--- src/hdl/pfd_map.svh ---
// Register indices, field positions, reset values and timing counts of the feedback divider block.
`ifndef PFD_MAP_SVH
`define PFD_MAP_SVH

// Register indices; the byte address on the bus is four times the index.
`define PFD_IDX_REF_CFG     10'h162
`define PFD_IDX_CAL_HIGH    10'h163
`define PFD_IDX_CAL_MID     10'h164
`define PFD_IDX_CAL_LOW     10'h165
`define PFD_IDX_FB_HIGH     10'h166
`define PFD_IDX_FB_MID      10'h167
`define PFD_IDX_FB_LOW      10'h168
`define PFD_IDX_CTRL        10'h170
`define PFD_IDX_STATUS      10'h171

// Field positions.
`define PFD_PRESC_MSB       7
`define PFD_PRESC_LSB       5
`define PFD_RANGE_MSB       4
`define PFD_RANGE_LSB       2
`define PFD_DOUBLER_BIT     0
`define PFD_CAL_DIS_BIT     2
`define PFD_CTRL_SRC_BIT    0
`define PFD_CTRL_ZD_BIT     1

// Reset values.
`define PFD_RST_REF_CFG     8'h4c
`define PFD_RST_DIV_HIGH    2'h0
`define PFD_RST_DIV_MID     8'h00
`define PFD_RST_DIV_LOW     8'h0c
`define PFD_RST_DIV_FULL    18'h0000c

// Prescaler codes that do not divide by their own value.
`define PFD_PRESC_CODE_DIV8 3'h0
`define PFD_PRESC_CODE_DIV2 3'h1
`define PFD_PRESC_RATIO8    4'h8
`define PFD_PRESC_RATIO2    4'h2

// Length of the calibration routine in clock cycles.
`define PFD_CAL_CYCLES      16

`endif

--- src/hdl/pfd_pkg.sv ---
// Types shared by the feedback divider modules.
package pfd_pkg;

    // Calibration sequencer state.
    typedef enum logic [0:0] {
        PFD_IDLE = 1'b0,
        PFD_RUN  = 1'b1
    } pfd_state_t;

    // Reference input frequency range codes.
    typedef enum logic [2:0] {
        PFD_RANGE_63  = 3'h0,
        PFD_RANGE_127 = 3'h1,
        PFD_RANGE_255 = 3'h2,
        PFD_RANGE_500 = 3'h4
    } pfd_range_t;

endpackage

--- src/hdl/pfd_cal_if.sv ---
// Link between the register block and the calibration sequencer.
`timescale 1ns/10ps
`default_nettype none
interface pfd_cal_if;
    logic start;
    logic busy;
    logic done;

    // Register side launches and watches.
    modport ctrl (output start, input busy, input done);
    // Sequencer side runs the routine.
    modport seq (input start, output busy, output done);
endinterface
`default_nettype wire

--- src/hdl/pfd_top.sv ---
// Feedback divider, reference range and calibration trigger registers of the second loop behind APB.
// Overview of operation
// - The range field in bits 4:2 decodes 0, 1, 2 and 4 as the four input bands, other codes are reserved.
// - Bit 0 of the reference register enables the reference doubler ahead of the phase detector.
// - Zero-delay feedback is forced off for the whole calibration, whatever its setting.
// - With the feedback source select at 1, calibration divides by the calibration divider.
// - When calibration ends, the loop returns to the normal feedback divider.
// - The calibration divider is 0x163[1:0], 0x164 and 0x165 as the low byte, and 0 is invalid.
// - The feedback divider is 0x166[1:0], 0x167 and 0x168 as the low byte, and 0 is invalid.
// - A write to 0x168 starts calibration when the disable bit is clear.
// - With the disable bit set, a write to 0x168 updates the divider without calibration.
// - The prescaler divides by its 3-bit code, except code 0 gives 8 and code 1 gives 2.
//
// Register access over APB was decided locally.
`timescale 1ns/10ps
`default_nettype none
`include "pfd_map.svh"
module pfd_top
    import pfd_pkg::*;
#(
    parameter int CAL_CYCLES = `PFD_CAL_CYCLES
)(
    // Clock and reset.
    input  wire logic        pclk,
    input  wire logic        presetn,
    // APB slave.
    input  wire logic        psel,
    input  wire logic        penable,
    input  wire logic        pwrite,
    input  wire logic [11:0] paddr,
    input  wire logic [31:0] pwdata,
    input  wire logic [3:0]  pstrb,
    output logic      [31:0] prdata,
    output logic             pready,
    output logic             pslverr,
    // Loop controls.
    output logic      [17:0] loop_divider,
    output logic      [3:0]  prescaler_ratio,
    output logic             ref_doubler_enable,
    output logic      [2:0]  ref_freq_range,
    output logic             ref_range_valid,
    output logic             zero_delay_active,
    output logic             cal_busy,
    output logic             divider_invalid
);
    // Calibration link.
    pfd_cal_if cal_link ();

    pfd_cal_seq #(
        .CAL_CYCLES (CAL_CYCLES)
    ) i_pfd_cal_seq (
        .pclk    (pclk),
        .presetn (presetn),
        .cal     (cal_link.seq)
    );

    // Software registers.
    logic [7:0]  ref_cfg_q;
    logic [7:0]  ref_cfg_d;
    logic [1:0]  cal_high_q;
    logic [1:0]  cal_high_d;
    logic [7:0]  cal_mid_q;
    logic [7:0]  cal_mid_d;
    logic [7:0]  cal_low_q;
    logic [7:0]  cal_low_d;
    logic [1:0]  fb_high_q;
    logic [1:0]  fb_high_d;
    logic        cal_dis_q;
    logic        cal_dis_d;
    logic [7:0]  fb_mid_q;
    logic [7:0]  fb_mid_d;
    logic [7:0]  fb_low_q;
    logic [7:0]  fb_low_d;
    logic [17:0] fb_div_q;
    logic [17:0] fb_div_d;
    logic        src_sel_q;
    logic        src_sel_d;
    logic        zd_en_q;
    logic        zd_en_d;

    // Bus response registers.
    logic [31:0] prdata_q;
    logic [31:0] prdata_d;
    logic        slverr_q;
    logic        slverr_d;

    // Registered loop outputs.
    logic [17:0] loop_div_q;
    logic [17:0] loop_div_d;
    logic [3:0]  presc_q;
    logic [3:0]  presc_d;
    logic        zd_act_q;
    logic        zd_act_d;
    logic        range_ok_q;
    logic        range_ok_d;
    logic        div_bad_q;
    logic        div_bad_d;

    // Decode helpers.
    logic        setup;
    logic        wr_en;
    logic [9:0]  idx;
    logic        aligned;
    logic        mapped;
    logic        start;
    logic [17:0] cal_full;
    logic [2:0]  presc_code;
    logic [2:0]  range_code;

    assign setup      = psel & ~penable;
    assign idx        = paddr[11:2];
    assign aligned    = (paddr[1:0] == 2'h0);
    assign wr_en      = psel & penable & pwrite & ~slverr_q & pstrb[0];
    assign cal_full   = {cal_high_q, cal_mid_q, cal_low_q};
    assign presc_code = ref_cfg_q[`PFD_PRESC_MSB:`PFD_PRESC_LSB];
    assign range_code = ref_cfg_q[`PFD_RANGE_MSB:`PFD_RANGE_LSB];

    // Address decode; anything else is answered with an error.
    always_comb
    begin
        unique case (idx)
            `PFD_IDX_REF_CFG,
            `PFD_IDX_CAL_HIGH,
            `PFD_IDX_CAL_MID,
            `PFD_IDX_CAL_LOW,
            `PFD_IDX_FB_HIGH,
            `PFD_IDX_FB_MID,
            `PFD_IDX_FB_LOW,
            `PFD_IDX_CTRL,
            `PFD_IDX_STATUS: mapped = aligned;
            default:         mapped = 1'b0;
        endcase
    end

    // Read data and error are captured in the setup cycle so the access
    // phase answers from flip-flops with no wait state.
    always_comb
    begin
        prdata_d = prdata_q;
        slverr_d = slverr_q;
        if (setup)
        begin
            slverr_d = ~mapped;
            prdata_d = 32'h0000_0000;
            unique case (idx)
                `PFD_IDX_REF_CFG:  prdata_d[7:0] = {ref_cfg_q[7:2], 1'b0, ref_cfg_q[0]};
                `PFD_IDX_CAL_HIGH: prdata_d[1:0] = cal_high_q;
                `PFD_IDX_CAL_MID:  prdata_d[7:0] = cal_mid_q;
                `PFD_IDX_CAL_LOW:  prdata_d[7:0] = cal_low_q;
                `PFD_IDX_FB_HIGH:  prdata_d[2:0] = {cal_dis_q, fb_high_q};
                `PFD_IDX_FB_MID:   prdata_d[7:0] = fb_mid_q;
                `PFD_IDX_FB_LOW:   prdata_d[7:0] = fb_low_q;
                `PFD_IDX_CTRL:     prdata_d[1:0] = {zd_en_q, src_sel_q};
                `PFD_IDX_STATUS:   prdata_d[4:0] = {div_bad_q, range_ok_q, zd_act_q, cal_link.busy, src_sel_q};
                default:           prdata_d = 32'h0000_0000;
            endcase
            if (!aligned)
                prdata_d = 32'h0000_0000;
        end
    end

    // Register writes take effect at the access edge; reserved bits stay zero.
    always_comb
    begin
        ref_cfg_d  = ref_cfg_q;
        cal_high_d = cal_high_q;
        cal_mid_d  = cal_mid_q;
        cal_low_d  = cal_low_q;
        fb_high_d  = fb_high_q;
        cal_dis_d  = cal_dis_q;
        fb_mid_d   = fb_mid_q;
        fb_low_d   = fb_low_q;
        fb_div_d   = fb_div_q;
        src_sel_d  = src_sel_q;
        zd_en_d    = zd_en_q;
        start      = 1'b0;
        if (wr_en)
        begin
            unique case (idx)
                `PFD_IDX_REF_CFG:  ref_cfg_d  = {pwdata[7:2], 1'b0, pwdata[0]};
                `PFD_IDX_CAL_HIGH: cal_high_d = pwdata[1:0];
                `PFD_IDX_CAL_MID:  cal_mid_d  = pwdata[7:0];
                `PFD_IDX_CAL_LOW:  cal_low_d  = pwdata[7:0];
                `PFD_IDX_FB_HIGH:
                begin
                    fb_high_d = pwdata[1:0];
                    cal_dis_d = pwdata[`PFD_CAL_DIS_BIT];
                end
                `PFD_IDX_FB_MID:   fb_mid_d   = pwdata[7:0];
                `PFD_IDX_FB_LOW:
                begin
                    // Upper bytes wait in their registers until this write.
                    fb_low_d = pwdata[7:0];
                    fb_div_d = {fb_high_q, fb_mid_q, pwdata[7:0]};
                    start    = ~cal_dis_q;
                end
                `PFD_IDX_CTRL:
                begin
                    src_sel_d = pwdata[`PFD_CTRL_SRC_BIT];
                    zd_en_d   = pwdata[`PFD_CTRL_ZD_BIT];
                end
                default:
                begin
                end
            endcase
        end
    end

    assign cal_link.start = start;

    // Loop settings seen by the analog side.
    always_comb
    begin
        // The calibration divider only stands in while the routine runs.
        if (cal_link.busy && src_sel_q)
            loop_div_d = cal_full;
        else
            loop_div_d = fb_div_q;
        // The start strobe drops zero delay at the edge where busy rises, so the two never overlap.
        zd_act_d = zd_en_q & ~cal_link.busy & ~start;
        unique case (presc_code)
            `PFD_PRESC_CODE_DIV8: presc_d = `PFD_PRESC_RATIO8;
            `PFD_PRESC_CODE_DIV2: presc_d = `PFD_PRESC_RATIO2;
            default:              presc_d = {1'b0, presc_code};
        endcase
        unique case (range_code)
            PFD_RANGE_63,
            PFD_RANGE_127,
            PFD_RANGE_255,
            PFD_RANGE_500: range_ok_d = 1'b1;
            default:       range_ok_d = 1'b0;
        endcase
        // A zero divide value is flagged rather than passed on silently.
        div_bad_d = (fb_div_q == 18'h00000) | (cal_full == 18'h00000);
    end

    // All state registers.
    always_ff @(posedge pclk or negedge presetn)
    begin
        if (!presetn)
        begin
            ref_cfg_q  <= `PFD_RST_REF_CFG;
            cal_high_q <= `PFD_RST_DIV_HIGH;
            cal_mid_q  <= `PFD_RST_DIV_MID;
            cal_low_q  <= `PFD_RST_DIV_LOW;
            fb_high_q  <= `PFD_RST_DIV_HIGH;
            cal_dis_q  <= 1'b0;
            fb_mid_q   <= `PFD_RST_DIV_MID;
            fb_low_q   <= `PFD_RST_DIV_LOW;
            fb_div_q   <= `PFD_RST_DIV_FULL;
            src_sel_q  <= 1'b0;
            zd_en_q    <= 1'b0;
            prdata_q   <= 32'h0000_0000;
            slverr_q   <= 1'b0;
            loop_div_q <= `PFD_RST_DIV_FULL;
            presc_q    <= `PFD_PRESC_RATIO2;
            zd_act_q   <= 1'b0;
            range_ok_q <= 1'b0;
            div_bad_q  <= 1'b0;
        end
        else
        begin
            ref_cfg_q  <= ref_cfg_d;
            cal_high_q <= cal_high_d;
            cal_mid_q  <= cal_mid_d;
            cal_low_q  <= cal_low_d;
            fb_high_q  <= fb_high_d;
            cal_dis_q  <= cal_dis_d;
            fb_mid_q   <= fb_mid_d;
            fb_low_q   <= fb_low_d;
            fb_div_q   <= fb_div_d;
            src_sel_q  <= src_sel_d;
            zd_en_q    <= zd_en_d;
            prdata_q   <= prdata_d;
            slverr_q   <= slverr_d;
            loop_div_q <= loop_div_d;
            presc_q    <= presc_d;
            zd_act_q   <= zd_act_d;
            range_ok_q <= range_ok_d;
            div_bad_q  <= div_bad_d;
        end
    end

    // Outputs; the range is only a hint to calibration, so a reserved
    // code is reported but still passed through unchanged.
    assign prdata             = prdata_q;
    assign pready             = 1'b1;
    assign pslverr            = slverr_q & psel & penable;
    assign loop_divider       = loop_div_q;
    assign prescaler_ratio    = presc_q;
    assign ref_doubler_enable = ref_cfg_q[`PFD_DOUBLER_BIT];
    assign ref_freq_range     = range_code;
    assign ref_range_valid    = range_ok_q;
    assign zero_delay_active  = zd_act_q;
    assign cal_busy           = cal_link.busy;
    assign divider_invalid    = div_bad_q;
endmodule
`default_nettype wire

--- src/hdl/pfd_cal_seq.sv ---
// Calibration sequencer that holds the loop in calibration for a fixed cycle count.
`timescale 1ns/10ps
`default_nettype none
`include "pfd_map.svh"
module pfd_cal_seq
    import pfd_pkg::*;
#(
    parameter int CAL_CYCLES = `PFD_CAL_CYCLES
)(
    // Clock and reset.
    input  wire logic pclk,
    input  wire logic presetn,
    // Link to the register block.
    pfd_cal_if.seq    cal
);
    localparam int CW = $clog2(CAL_CYCLES + 1);

    pfd_state_t    state_q;
    pfd_state_t    state_d;
    logic [CW-1:0] cnt_q;
    logic [CW-1:0] cnt_d;
    logic          done_q;
    logic          done_d;

    // A new start while running restarts the count, so the routine always
    // sees the latest divider settings for its full length.
    always_comb
    begin
        state_d = state_q;
        cnt_d   = cnt_q;
        done_d  = 1'b0;
        unique case (state_q)
            PFD_IDLE:
            begin
                if (cal.start)
                begin
                    state_d = PFD_RUN;
                    cnt_d   = CW'(CAL_CYCLES - 1);
                end
            end
            PFD_RUN:
            begin
                if (cal.start)
                    cnt_d = CW'(CAL_CYCLES - 1);
                else if (cnt_q == '0)
                begin
                    state_d = PFD_IDLE;
                    done_d  = 1'b1;
                end
                else
                    cnt_d = cnt_q - CW'(1);
            end
        endcase
    end

    // State registers.
    always_ff @(posedge pclk or negedge presetn)
    begin
        if (!presetn)
        begin
            state_q <= PFD_IDLE;
            cnt_q   <= '0;
            done_q  <= 1'b0;
        end
        else
        begin
            state_q <= state_d;
            cnt_q   <= cnt_d;
            done_q  <= done_d;
        end
    end

    assign cal.busy = (state_q == PFD_RUN);
    assign cal.done = done_q;
endmodule
`default_nettype wire

--- config.mk ---
export PLATFORM = sky130hd
export DESIGN_NAME = pfd_top
export DESIGN_NICKNAME = d
export VERILOG_FILES = /design/src/hdl/pfd_pkg.sv /design/src/hdl/pfd_cal_if.sv /design/src/hdl/pfd_top.sv /design/src/hdl/pfd_cal_seq.sv
export VERILOG_INCLUDE_DIRS = /design/src /design/src/hdl
export SDC_FILE = /design/constraint.sdc
export NUM_CORES = 1
export LEC_CHECK = 0
export BUFFER_PORTS_ARGS = -buffer_cell sky130_fd_sc_hd__buf_2
export CORE_MARGIN = 2
export CORE_UTILIZATION = 30
export CTS_BUF_LIST = sky130_fd_sc_hd__clkbuf_4
export CTS_CLUSTER_DIAMETER = 60
export CTS_CLUSTER_SIZE = 14
export DETAILED_ROUTE_END_ITERATION = 8
export HOLD_SLACK_MARGIN = 0.05
export MAX_ROUTING_LAYER = met4
export PLACE_DENSITY = 0.61
export SLEW_MARGIN = 20
export SYNTH_ARGS = -nofsm -noshare
export SYNTH_HDL_FRONTEND = slang
export SYNTH_SLANG_ARGS = --single-unit
--- constraint.sdc ---
create_clock -name pclk -period 3.24 [get_ports pclk]
set_input_delay 0.162 -clock pclk [delete_from_list [all_inputs] [get_ports pclk]]
set_output_delay 0.162 -clock pclk [all_outputs]
set_load 0.05 [all_outputs]
* Yosys cells after proc, flatten, opt, wreduce, memory -nomap -nowiden
Index checks and enable logic that the tools add are counted.
Word-level totals: input port bits 53, logic and storage cells 89, bits in registers 128, output and inout bits 64
Cells by class: mux-type cells 19, reductions and logical operators 18, bitwise gates (word level) 16, $add $sub $neg 1, equal/unequal tests 15
Operators by type and width (number):
- $eq A10 B9 Y1 const B | 9
- $logic_not A18 Y1 | 2
- $mux W18 | 1
- $pmux W2 S9 | 1
- $reduce_and A2 Y1 | 9
- $mux W5 | 3
- $pmux W3 S5 | 1
- $pmux W2 S6 | 1
- $pmux W5 S2 | 1
- $and A1 B1 Y1 | 9
- $reduce_or A9 Y1 | 1
- $mux W8 | 1
- $pmux W4 S2 | 1
- $mux W1 | 7
- $pmux W1 S7 | 1
- $eq A3 B1 Y1 const B | 2
- $logic_not A3 Y1 | 2
- $not A1 Y1 | 6
- $logic_not A5 Y1 | 1
- $sub A5 B1 Y5 const B | 1
- $reduce_or A4 Y1 | 1
- $eq A3 B2 Y1 const B | 1
- $eq A3 B3 Y1 const B | 1
- $ne A3 B3 Y1 const B | 1
- 5 further kinds | 5

* Depth between registers and ports, before layout
depth in word-level cells 7, gate-level depth with buffers 7, depth with buffers taken out 7

* Cells and area by module
A second synthesis with hierarchy kept.
Second synthesis, totals: cell total of the unflattened synthesis 374, area, all modules 4707.0 µm²
By module, submodules not included:
- pfd_top | seq. area each 2264.7 µm², instances 1, cells each 342, area an instance 4372.9 µm²
- pfd_cal_seq | seq. area each 175.2 µm², instances 1, cells each 32, area an instance 334.1 µm²

* Worst setup path before layout
No wires, ideal clock.
kind flip-flop to flip-flop, start point register i_pfd_cal_seq.cnt_q[0], end point register i_pfd_cal_seq.cnt_q[3], period minus slack after synthesis 1.859 ns, arrival time 1.730 ns, path slack 1.381 ns, library setup time 0.129 ns, path buffers 0, required time 3.111 ns, stages on the path, launching flop included 8, path through dfrtp_1 > inv_1 > ha_1 > inv_1 > o41ai_1 > nor4_1 > xnor2_1 > o21ai_0
On the way: cells in the longest elaborated chain, start to end 4, elaborated cells on any way between the ends 7, classes of those cells add/sub: 1; eq/ne: 1; mux: 3; reduce/logical: 2
RTL lines:
- from (decl) | RTL line pfd_cal_seq.sv:20 | logic [CW-1:0] cnt_q;
- from (signal assigned) | RTL line pfd_cal_seq.sv:68 | cnt_q <= cnt_d;
- $sub A5 B1 Y5 | RTL line pfd_cal_seq.sv:51 | cnt_d = cnt_q - CW'(1);
- $mux W5 | RTL line pfd_cal_seq.sv:45 | else if (cnt_q == '0)
- $mux W5 | RTL line pfd_cal_seq.sv:43 | if (cal.start)
- $pmux W5 S2 | RTL line pfd_cal_seq.sv:32 | unique case (state_q)
Parallel ways exist; a longest one is shown, timed or not. The select of a mux whose other input is x is not followed. A chain may end at the register's enable or synchronous reset.

* Worst setup path after layout
start point register slverr_q, end point register cal_mid_q[6]
On the way: cells in the longest elaborated chain, start to end 4
RTL lines:
- from (decl) | RTL line pfd_top.sv:84 | logic slverr_q;
- from (signal assigned) | RTL line pfd_top.sv:275 | slverr_q <= slverr_d;
- $not A1 Y1 | RTL line pfd_top.sv:113 | assign wr_en = psel & penable & pwrite & ~slverr_q & pstrb[0];
- $and A1 B1 Y1 (2 in a row) | RTL line pfd_top.sv:113
- $reduce_and A2 Y1 (no line)
- to (signal assigned) | RTL line pfd_top.sv:244 | cal_mid_q <= `PFD_RST_DIV_MID;
- to (signal assigned) | RTL line pfd_top.sv:265 | cal_mid_q <= cal_mid_d;
- to (decl) | RTL line pfd_top.sv:62 | logic [7:0] cal_mid_q;
No other way between the ends.

==> results.sh <==
export IMPL_status="finished clean"
export IMPL_grt_pass1_wl_um=18400
export IMPL_routedWlPerCell_um=18.2
export IMPL_final_common_cell="dfrtp_1"
export IMPL_ys_flop_type="dfrtp_1"
export IMPL_crit_fanout=8
export IMPL_power_share_switching=0.303
export IMPL_clock_power_share=0.287
export IMPL_slew_headroom=0.387
export IMPL_io_pins=117
export IMPL_core_area_um2=15200
export IMPL_fp_row_count=45
export IMPL_clkLatencyLatePin_ps=460
export IMPL_hpwl_um=8590
export IMPL_drc_errors=0
export IMPL_synth_seq_cells=96
export IMPL_synth_seq_area_share=0.517
export IMPL_fin_cells=640
export IMPL_clock_sinks=96
export IMPL_portBuffers=64
export IMPL_die_h_um=129
export IMPL_grtUsageTotal=0.151
export IMPL_pwr_share_comb=0.147
export IMPL_synth_edf_count=0
export IMPL_synth_area_leaders="dfrtp_1, mux2_2, dfstp_2"
export IMPL_firstDrtPassIters=4
export IMPL_cp_data_required_time_ps=3590
export IMPL_vias=3221
export IMPL_syn2layout_area_growth_pct=13.6
export IMPL_nNetsFinal=500
export IMPL_grt_max_degree=53
export IMPL_synth_top_area_share=0.461
export IMPL_worst_slew_pin_slew_ps=907
export IMPL_skew_ps=16.7
export IMPL_post_cts_setup_buffers=0
export IMPL_vdd_drop_max_uv=142
export IMPL_path_class="reg -> reg"
export IMPL_period_needed_ps=2200
export IMPL_leakagePower_uw=0.00266
export IMPL_dieArea_um2=16600
export IMPL_fmax_ghz=0.454
export IMPL_overflow=0
export IMPL_power_density_nw_per_um2=426
export IMPL_grt_pass1_vias=3239
export IMPL_cts_root_buffer="clkbuf_4"
export IMPL_place_inst=613
export IMPL_dpl_worst_slack_ps=986
export IMPL_cts_tree="yes"
export IMPL_fin_util=0.349
export IMPL_met2_length_um=5410
export IMPL_final_layout_size_suffix_gt1_frac=0.391
export IMPL_routed_wl_um=11700
export IMPL_vias_per_cell=5.03
export IMPL_intPower_uw=1580
export IMPL_synth_distinct_cells=58
export IMPL_numCtsBuffers=9
export IMPL_synthCells=377
export IMPL_gp_congestion=0.894
export IMPL_async_reset_ff_frac=1.00
export IMPL_final_hold_violation_count=0
export IMPL_finalWorstSetupSlack_ps=1040
export IMPL_min_path_type="in -> reg"
export IMPL_finalCritPeriodShare=0.680
export IMPL_max_cap_violations=0
export IMPL_pwr_share_seq=0.567
export IMPL_rsz0062_at_grt="false"
export IMPL_cts_htree_levels=3
export IMPL_clock_path_buffers=2
export IMPL_die_w_um=129
export IMPL_drtIter0Drc=152
export IMPL_startpoint_type="flip-flop"
export IMPL_slew_violations=0
export IMPL_final_cell_mix="dfrtp_1, mux2_2, buf_2"
export IMPL_post_synth_top_area_cell="dfrtp_1"
export IMPL_drt_antenna_violating_nets=0
export IMPL_r2r_setup_slack_ps=1040
export IMPL_antenna_found_initial=2
export IMPL_end_kind="flip-flop"
export IMPL_setup_viol=0
export IMPL_syn_cell_area_um2=4670
export IMPL_totalPowerFinal_uw=2260
export IMPL_top_layer="met4"
export IMPL_wl_met3_um=682
export IMPL_tns_ps=0
export IMPL_path_clk_slew_ps=140
export IMPL_routedLengthMet1_um=5430
export IMPL_netSwitchingPower_uw=684
export IMPL_start_util=0.307
export IMPL_yosys_warnings=0
export IMPL_cp_arrival_ps=2550
export IMPL_syn_area_per_cell_um2=12.4
## metal layers
layer / vias up / track usage
met2: 128 / 0.221
met3: 14 / 0.0328
met1: 1608 / 0.209
met5: - / -
li1: 1471 / -
met4: 0 / 0.0467
## cell families after synthesis
group,synth area share
buffers and inverters,0.0678
and+or+nand+nor,0.116
other,0.00161
adders and majority gates,0.00536
muxes,0.206
xor gates and xnor gates,0.00751
DFF,0.517
AOI/OAI and AO/OA,0.0780
## layout make-up
class,count,area (um2)
repair buffers,79,458
flip-flops and latches,96,2410
diodes,2,5.00
fillers,1524,9900
clock inverters,7,68.8
clock buffers,9,67.6
well taps,188,235
multi-input cells,253,2030
inverters,6,22.5
## critical path, stage by stage, from the launching register on
cell	delay [ps]
dfrtp_1	410
nor3_2	430
nand2_2	120
or4_1	730
mux2_4	400
## worst paths after layout
| check | from | to | cells after the start |
|---|---|---|---|
| min in group asynchronous | presetn | loop_divider[1] | 2 |
| worst min register to register | prdata[1] | prdata[1] | 2 |
| max in group asynchronous | presetn | fb_low_q[3] | 3 |
| worst max-delay path | slverr_q | cal_mid_q[6] | 4 |
| worst min-delay path | paddr[0] | prdata[5] | 3 |
| worst max register to register | slverr_q | cal_mid_q[6] | 4 |
## state kept, by name, indices dropped and copies added (netlist names), 2 cells and up
name                 cells
i_pfd_cal_seq.cnt_q      5
ref_cfg_q                7
fb_mid_q                 8
fb_high_q                2
prdata                   8
cal_mid_q                8
loop_divider            18
fb_div_q                11
prescaler_ratio          4
cal_high_q               2
cal_low_q                8
fb_low_q                 7
## Yosys cell counts (all sizes together) (3+ instances only)
library cell and n:
a21o 3, a21oi 7, a22o 4, a31oi 3, a32oi 3, and3 5
and3b 4, buf 37, clkbuf 8, dfrtp 86, dfstp 10, inv 6
mux2 74, mux2i 10, nand2 12, nand3 5, nand3b 3, nand4 6
nor2 12, nor3 3, nor3b 3, nor4 10, nor4bb 3, o21ai 15
o31ai 3, or4 3, xnor2 4
## power by group through the flow
stage | Clock [uW] | Combinational, uW | Sequential [uW]
floorplan | 0 | 225 | 1310
global placement | 0 | 305 | 1290
detailed placement | 0 | 319 | 1300
CTS | 673 | 329 | 1280
global route | 727 | 360 | 1290
finish | 647 | 331 | 1280
## through the flow
step / area, um2 / hold slack [ps]
2_1_floorplan: 4750 / -134
3_3_place_gp: 5060 / 242
3_5_place_dp: 5060 / 254
4_1_cts: 5290 / 116
5_1_grt: 5300 / 157
6_report: 5300 / 144
## what timing repair did
action	CTS	global route
hold endpoints to repair	84	0
hold buffers	9	0
resized for setup	0	0
(Power assumes the default switching activity.)
